==> src/rtl/sync_rx_defs.vh <==
// constants for the synchronous serial receiver
// assumes a 32-bit apb bus and byte addressed word registers
`ifndef SYNC_RX_DEFS_VH
`define SYNC_RX_DEFS_VH
// register byte offsets
`define OFS_RXCTL 8'h00
`define OFS_TXCTL 8'h04
`define OFS_RXDATA 8'h08
`define OFS_BAUD 8'h0C
`define OFS_STAT 8'h10
// receive_status_control fields
`define B_PORT_EN 7
`define B_NINE_SEL 6
`define B_SINGLE_EN 5
`define B_CONT_EN 4
`define B_OVERRUN 1
`define B_NINTH 0
// transmit_status_control fields
`define B_CLK_SRC 7
`define B_SYNC 4
// status fields
`define B_RDY 0
`define B_CNT_LO 1
`define B_CNT_HI 2
// reset values
`define RST_CTL 1'b0
`define RST_BAUD 16'h0004
`define RST_DATA 9'h000
// character lengths and fifo limits
`define BITS_8 4'h8
`define BITS_9 4'h9
`define CNT_EMPTY 2'h0
`define CNT_ONE 2'h1
`define CNT_FULL 2'h2
`define ZERO32 32'h00000000
`endif

==> src/rtl/sync_serial_receiver.v <==
// synchronous receive path of a serial port with a two entry fifo
// assumes apb master on pclk; link pins are asynchronous to pclk
`timescale 1ns/1ps
`include "sync_rx_defs.vh"
module sync_serial_receiver #(
	parameter AW = 8,
	parameter DIVW = 16
)(
	input wire pclk,
	input wire presetn,
	input wire psel,
	input wire penable,
	input wire pwrite,
	input wire [AW-1:0] paddr,
	input wire [31:0] pwdata,
	output reg [31:0] prdata,
	output reg pready,
	output reg pslverr,
	input wire shift_clock_in,
	output reg shift_clock_out,
	output reg shift_clock_oe,
	input wire serial_data_in,
	output reg serial_data_out,
	output reg serial_data_oe,
	output reg receive_ready_flag
);
	// control registers
	reg port_enable_reg;
	reg nine_bit_select_reg;
	reg single_receive_enable_reg;
	reg continuous_receive_enable_reg;
	reg clock_source_select_reg;
	reg sync_mode_reg;
	reg [DIVW-1:0] baud_div_reg;
	// receive state
	reg [8:0] receive_shift_register;
	reg [3:0] bit_cnt_reg;
	reg [DIVW-1:0] div_cnt_reg;
	reg ck_reg;
	reg [8:0] fifo_mem [0:1];
	reg rd_ptr_reg;
	reg [1:0] count_reg;
	reg overrun_error_bit;
	reg ovr_cont_reg;
	// pin synchronisers
	reg ck_s1;
	reg ck_s2;
	reg ck_s3;
	reg ck_lvl;
	reg dt_s1;
	reg dt_s2;
	reg dt_s3;
	reg dt_lvl;
	wire ck_s3_n;
	wire dt_now;
	wire ck_run;
	wire is_master;
	wire rx_on;
	wire tick;
	wire trailing;
	wire [3:0] char_bits;
	wire last_bit;
	wire done;
	wire [8:0] shift_next;
	wire [8:0] char_word;
	wire apb_setup;
	wire apb_access;
	wire wr_ctl;
	wire wr_tx;
	wire wr_baud;
	wire rd_data;
	wire pop;
	wire push;
	wire [8:0] head;
	wire mapped;
	reg [31:0] rdata_next;

	assign is_master = sync_mode_reg & clock_source_select_reg;
	// master clock may only run while reception runs
	assign ck_run = rx_on & is_master;
	// reception runs while port and sync mode are on, either enable is set and no overrun pends
	assign rx_on = port_enable_reg & sync_mode_reg & ~overrun_error_bit &
		(single_receive_enable_reg | continuous_receive_enable_reg);
	assign tick = (div_cnt_reg == {DIVW{1'b0}});
	assign ck_s3_n = ~ck_s3;
	// trailing edge: falling edge of the shift clock
	assign trailing = is_master ? (tick & ck_reg) :
		(ck_lvl & ck_s3_n & (ck_s2 == ck_s3));
	assign char_bits = nine_bit_select_reg ? `BITS_9 : `BITS_8;
	assign last_bit = (bit_cnt_reg == char_bits - 4'h1);
	assign done = rx_on & trailing & last_bit;
	// data counts once the second and third stages agree
	assign dt_now = (dt_s2 == dt_s3) ? dt_s3 : dt_lvl;
	assign shift_next = {dt_now, receive_shift_register[8:1]};
	assign char_word = nine_bit_select_reg ? shift_next : {1'b0, shift_next[8:1]};
	assign head = fifo_mem[rd_ptr_reg];

	assign apb_setup = psel & ~penable;
	assign apb_access = psel & penable & pready;
	assign wr_ctl = apb_access & pwrite & (paddr == `OFS_RXCTL);
	assign wr_tx = apb_access & pwrite & (paddr == `OFS_TXCTL);
	assign wr_baud = apb_access & pwrite & (paddr == `OFS_BAUD);
	assign rd_data = apb_access & ~pwrite & (paddr == `OFS_RXDATA);
	assign pop = rd_data & (count_reg != `CNT_EMPTY) & port_enable_reg;
	assign push = done & (count_reg != `CNT_FULL);
	assign mapped = (paddr == `OFS_RXCTL) | (paddr == `OFS_TXCTL) |
		(paddr == `OFS_RXDATA) | (paddr == `OFS_BAUD) | (paddr == `OFS_STAT);

	// three stage synchronisers for the link pins
	always @(posedge pclk or negedge presetn)
	begin
		if (!presetn)
		begin
			ck_s1 <= 1'b0;
			ck_s2 <= 1'b0;
			ck_s3 <= 1'b0;
			ck_lvl <= 1'b0;
			dt_s1 <= 1'b0;
			dt_s2 <= 1'b0;
			dt_s3 <= 1'b0;
			dt_lvl <= 1'b0;
		end
		else
		begin
			ck_s1 <= shift_clock_in;
			ck_s2 <= ck_s1;
			ck_s3 <= ck_s2;
			if (ck_s2 == ck_s3)
				ck_lvl <= ck_s3;
			dt_s1 <= serial_data_in;
			dt_s2 <= dt_s1;
			dt_s3 <= dt_s2;
			if (dt_s2 == dt_s3)
				dt_lvl <= dt_s3;
		end
	end

	// control registers and hardware clear of single enable
	always @(posedge pclk or negedge presetn)
	begin
		if (!presetn)
		begin
			port_enable_reg <= `RST_CTL;
			nine_bit_select_reg <= `RST_CTL;
			single_receive_enable_reg <= `RST_CTL;
			continuous_receive_enable_reg <= `RST_CTL;
			clock_source_select_reg <= `RST_CTL;
			sync_mode_reg <= `RST_CTL;
			baud_div_reg <= `RST_BAUD;
		end
		else
		begin
			if (wr_ctl)
			begin
				port_enable_reg <= pwdata[`B_PORT_EN];
				nine_bit_select_reg <= pwdata[`B_NINE_SEL];
				single_receive_enable_reg <= pwdata[`B_SINGLE_EN];
				continuous_receive_enable_reg <= pwdata[`B_CONT_EN];
			end
			else if (done)
				single_receive_enable_reg <= 1'b0;
			if (wr_tx)
			begin
				clock_source_select_reg <= pwdata[`B_CLK_SRC];
				sync_mode_reg <= pwdata[`B_SYNC];
			end
			if (wr_baud)
				baud_div_reg <= pwdata[DIVW-1:0];
		end
	end

	// baud divider and master shift clock
	always @(posedge pclk or negedge presetn)
	begin
		if (!presetn)
		begin
			div_cnt_reg <= {DIVW{1'b0}};
			ck_reg <= 1'b0;
		end
		else if (!ck_run)
		begin
			// clock stops at once when reception ends
			div_cnt_reg <= baud_div_reg;
			ck_reg <= 1'b0;
		end
		else if (tick)
		begin
			div_cnt_reg <= baud_div_reg;
			if (!(done & ~continuous_receive_enable_reg))
				ck_reg <= ~ck_reg;
			else
				ck_reg <= 1'b0;
		end
		else
			div_cnt_reg <= div_cnt_reg - {{(DIVW-1){1'b0}}, 1'b1};
	end

	// receive shift register and bit counter
	always @(posedge pclk or negedge presetn)
	begin
		if (!presetn)
		begin
			receive_shift_register <= `RST_DATA;
			bit_cnt_reg <= 4'h0;
		end
		else if (!rx_on)
		begin
			// partial character is discarded
			receive_shift_register <= `RST_DATA;
			bit_cnt_reg <= 4'h0;
		end
		else if (trailing)
		begin
			receive_shift_register <= shift_next;
			if (last_bit)
				bit_cnt_reg <= 4'h0;
			else
				bit_cnt_reg <= bit_cnt_reg + 4'h1;
		end
	end

	// two entry fifo and overrun handling
	always @(posedge pclk or negedge presetn)
	begin
		if (!presetn)
		begin
			fifo_mem[0] <= `RST_DATA;
			fifo_mem[1] <= `RST_DATA;
			rd_ptr_reg <= 1'b0;
			count_reg <= `CNT_EMPTY;
			overrun_error_bit <= 1'b0;
			ovr_cont_reg <= 1'b0;
		end
		else if (!port_enable_reg)
		begin
			// port disable resets the receiver
			rd_ptr_reg <= 1'b0;
			count_reg <= `CNT_EMPTY;
			overrun_error_bit <= 1'b0;
			ovr_cont_reg <= 1'b0;
		end
		else
		begin
			if (push)
			begin
				if (count_reg == `CNT_EMPTY)
					fifo_mem[rd_ptr_reg] <= char_word;
				else
					fifo_mem[~rd_ptr_reg] <= char_word;
			end
			if (pop)
				rd_ptr_reg <= ~rd_ptr_reg;
			if (push & ~pop)
				count_reg <= count_reg + `CNT_ONE;
			else if (pop & ~push)
				count_reg <= count_reg - `CNT_ONE;
			if (done & (count_reg == `CNT_FULL))
			begin
				// stored characters are kept; set wins over clear
				overrun_error_bit <= 1'b1;
				ovr_cont_reg <= continuous_receive_enable_reg;
			end
			else if (overrun_error_bit & ~ovr_cont_reg & rd_data)
				overrun_error_bit <= 1'b0;
			else if (overrun_error_bit & ovr_cont_reg &
				~continuous_receive_enable_reg)
				overrun_error_bit <= 1'b0;
		end
	end

	// pin drivers and ready flag
	always @(posedge pclk or negedge presetn)
	begin
		if (!presetn)
		begin
			shift_clock_out <= 1'b0;
			shift_clock_oe <= 1'b0;
			serial_data_out <= 1'b0;
			serial_data_oe <= 1'b0;
			receive_ready_flag <= 1'b0;
		end
		else
		begin
			shift_clock_out <= ck_reg & ck_run;
			// slave mode leaves the clock pin undriven
			shift_clock_oe <= port_enable_reg & is_master;
			serial_data_out <= 1'b0;
			serial_data_oe <= 1'b0;
			receive_ready_flag <= (count_reg != `CNT_EMPTY);
		end
	end

	// apb read mux
	always @*
	begin
		rdata_next = `ZERO32;
		case (paddr)
			`OFS_RXCTL:
			begin
				rdata_next[`B_PORT_EN] = port_enable_reg;
				rdata_next[`B_NINE_SEL] = nine_bit_select_reg;
				rdata_next[`B_SINGLE_EN] = single_receive_enable_reg;
				rdata_next[`B_CONT_EN] = continuous_receive_enable_reg;
				rdata_next[`B_OVERRUN] = overrun_error_bit;
				rdata_next[`B_NINTH] = head[8];
			end
			`OFS_TXCTL:
			begin
				rdata_next[`B_CLK_SRC] = clock_source_select_reg;
				rdata_next[`B_SYNC] = sync_mode_reg;
			end
			`OFS_RXDATA:
				rdata_next[7:0] = head[7:0];
			`OFS_BAUD:
				rdata_next[DIVW-1:0] = baud_div_reg;
			`OFS_STAT:
			begin
				rdata_next[`B_RDY] = (count_reg != `CNT_EMPTY);
				rdata_next[`B_CNT_HI:`B_CNT_LO] = count_reg;
			end
			default:
				rdata_next = `ZERO32;
		endcase
	end

	// apb slave: one wait-free access cycle after setup
	always @(posedge pclk or negedge presetn)
	begin
		if (!presetn)
		begin
			prdata <= `ZERO32;
			pready <= 1'b0;
			pslverr <= 1'b0;
		end
		else if (apb_setup & ~pready)
		begin
			prdata <= rdata_next;
			pready <= 1'b1;
			pslverr <= ~mapped;
		end
		else
		begin
			pready <= 1'b0;
			pslverr <= 1'b0;
		end
	end
endmodule

==> config.mk <==
export PLATFORM = sky130hd
export DESIGN_NAME = sync_serial_receiver
export DESIGN_NICKNAME = d
export VERILOG_FILES = /design/src/rtl/sync_serial_receiver.v
export VERILOG_INCLUDE_DIRS = /design/src /design/src/rtl
export SDC_FILE = /design/constraint.sdc
export NUM_CORES = 1
export LEC_CHECK = 0
export BUFFER_PORTS_ARGS = -buffer_cell sky130_fd_sc_hd__buf_2
export CAP_MARGIN = 15
export CELL_PAD_IN_SITES_DETAIL_PLACEMENT = 1
export CELL_PAD_IN_SITES_GLOBAL_PLACEMENT = 2
export CORE_ASPECT_RATIO = 0.8
export CORE_UTILIZATION = 39
export DETAILED_ROUTE_END_ITERATION = 8
export GPL_TIMING_DRIVEN = 0
export PLACE_DENSITY = 0.88
export SYNTH_ARGS = -nofsm -noshare
export SYNTH_HDL_FRONTEND = slang
export SYNTH_SLANG_ARGS = --single-unit
==> constraint.sdc <==
create_clock -name pclk -period 4.9 [get_ports pclk]
set_input_delay 0.98 -clock pclk [delete_from_list [all_inputs] [get_ports pclk]]
set_output_delay 0.98 -clock pclk [all_outputs]
set_load 0.03 [all_outputs]
==> metrics <==
hpwl dp=9.309 mm; DP Worst Slack=1.603 ns; min-delay src=dt_s1; fraction of layout cells with a size suffix above 1=27.75%; Placement Rows=36; area fraction in compound gates after synthesis=10.41%; global route overflow=0; Die Y=101.8 um; worst path required time=5.13 ns; first-pass GRT wire length=20.23 mm; gate count of the mapped netlist=436; max reg flops=18; r2r startpoint=port_enable_reg; Clock Root Buffer=clkbuf_16; H-tree Lvls=3; PD cells=292.4 mW/mm^2; Initial DRC Count=189; pin count of the biggest net entering global routing=59; Seq/Total Area, Yosys=53.10%; final setup fails=0; WL per Instance=18.87 um; clk sinks=103; CORE AREA=0.01216 mm^2; Residual DRC=0; initial core utilization=39.93%; synthesized-area fraction occupied by and/or/nand/nor cells=13.99%; post-synthesis mux area share=13.60%; Pre-antenna DRT Iters=4; post-route setup TNS=0 ns; worst hold margin=0.3555 ns; Yosys reg bits=103; largest family of logic cells by synthesized area=simple AND/OR/NAND/NOR gates; Worst-Skew Late Latency=0.35 ns; Critical R2R Capture=fifo_mem[12]; CTS Hold Bufs=0; Min-Delay Path Depth=0; Die W=126.8 um; peak supply drop=137.1 uV; CTS tree=yes; final std cells w/o fill=671; Clock Skew=0.005428 ns; total wire length=12.66 mm; Synth Area in XOR/XNOR=2.705%; Final Net Count=564; critical path class=primary input to flop; Post-DP Area=0.005385 mm^2; slew at the pin closest to its max-slew limit=0.7766 ns; R2R setup slack=2.13 ns; Hold Path Sink=dt_s2; unrepaired setup endpoints after global routing=no; Layout area overhead=16.70%; Mean Syn Cell Area=11.14 um^2; fraction of registers with async set or reset after synthesis=100.0%; most common flop cell mapped by yosys=dfrtp_1; fin crit share=61.17%; leak pwr=0.002736 uW; IO Count=86; slew margin rel.=48.22%; max cap viols=0; Slew Limit Fails=0; Post-CTS Setup Inserts=0; Worst Path Arrival=3.23 ns; vias in the first global route=3,641; gp weighted congestion=0.7963; Tot GR Track Use=20.67%; Final Cell Area=0.005667 mm^2; Hold Path Class=flop to flop; dpl cells=655; Post-CTS Resized=0; most frequent cell after synthesis=dfrtp_1; largest reg by FF count=fifo_mem; die area=0.01290 mm^2; post-synth top area share=52.56%; antenna fix cells=0; antenna violations before repair=0; crit start category=primary input; synth top area cells=dfrtp_1 (53%), mux2_2 (11%), nand2_1 (4.5%); Worst R2R Path Depth=6; f_max=0.3336 GHz; worst setup margin=1.903 ns; clk buf depth=2; Max FO, Critical Path=10; Port Buf Inserts=49; antenna viol nets, final=0; Syn Std Cell Area=0.004856 mm^2; routed vias/inst=5.404; cell accounting for the most synthesized area=dfrtp_1; EDFF count, synth=0; Synth warnings=0; status=finished clean; post-synthesis cell type count=57; Final min period=2.997 ns; Setup crit start=paddr[1]; Post-synth top cells=dfrtp_1 (102), nand2_1 (58), mux2_2 (48); final hold violations=0; Post-Synth Adder-Cell Area=1.185%; endpoint type of the worst setup path=flop; Clk pin slew, worst setup/hold paths=0.07 ns; Vias=3,626; CTS Buf Count=9
cells in the final DEF, fill, tap and decap left out, types with 8 or more instances in the layout:
cell and n:
dfrtp_1 102, nand2_1 58, buf_2 50, mux2_2 48
o21ai_0 30, buf_4 20, a21oi_1 19, conb_1 18
clkbuf_1 14, nor2_1 13, mux2i_1 12, xnor2_1 11
clkbuf_16 9, a22o_1 8
cells by family (layout without fill, tap and decap cells):
| group | count (synthesis) | in the layout |
|---|---|---|
| simple gates | 128 | 128 |
| flops | 103 | 103 |
| compound gates | 82 | 82 |
| mux | 60 | 60 |
| buf+inv | 42 | 108 |
| xor+xnor | 15 | 15 |
| fa+ha+maj | 5 | 5 |
| other cells | 1 | 18 |
worst max-delay path by stage:
| stage | end | slack, ns |
|---|---|---|
| after global placement | baud_div_reg[8] | 1.61 |
| after floorplan | baud_div_reg[10] | 2.09 |
| after global routing | baud_div_reg[4] | 1.67 |
| after CTS | baud_div_reg[1] | 1.92 |
| after detailed placement | baud_div_reg[1] | 1.60 |
| final | baud_div_reg[1] | 1.90 |
report_power, final:
group	internal (uW)	total, uW	switching, uW
Clock	351	694	343
Combinational	34.2	104	69.8
Sequential	855	859	3.68
Total	1240	1660	416
per-layer routing:
metal	vias to the layer above	part of all wire [%]	track usage (%)
met5	-	0	0
li1	1669	-	-
met3	13	3.9	3.751
met4	0	0.97	5.311
met2	72	46	31.79
met1	1872	49	30.21
critical path: stages:
cell and delay, ns:
buf_2 0.10, or4_1 0.59, nor3_1 0.48, and3_1 0.32, nand3_2 0.22, buf_4 0.26
mux2_2 0.28
per-stage QoR:
| stage | power (uW) | util [%] |
|---|---|---|
| after floorplan | 934.5 | - |
| final | 1657 | 46.59 |
| after global routing | 1713 | 46.59 |
| after detailed placement | 980.0 | 44.28 |
| after CTS | 1673 | 46.59 |
| after global placement | 974.0 | 44.03 |
area by class of cell:
class	count	area (um^2)
plain buffers	37	220.2
clock buffers	9	225.2
clock inverters	7	56.30
fillers	1353	6495
inverters	5	18.77
multi-input cells	308	2102
flip-flops and latches	103	2579
well taps	152	190.2
repair buffers	50	275.3
Power figures use the tool's default switching activity.
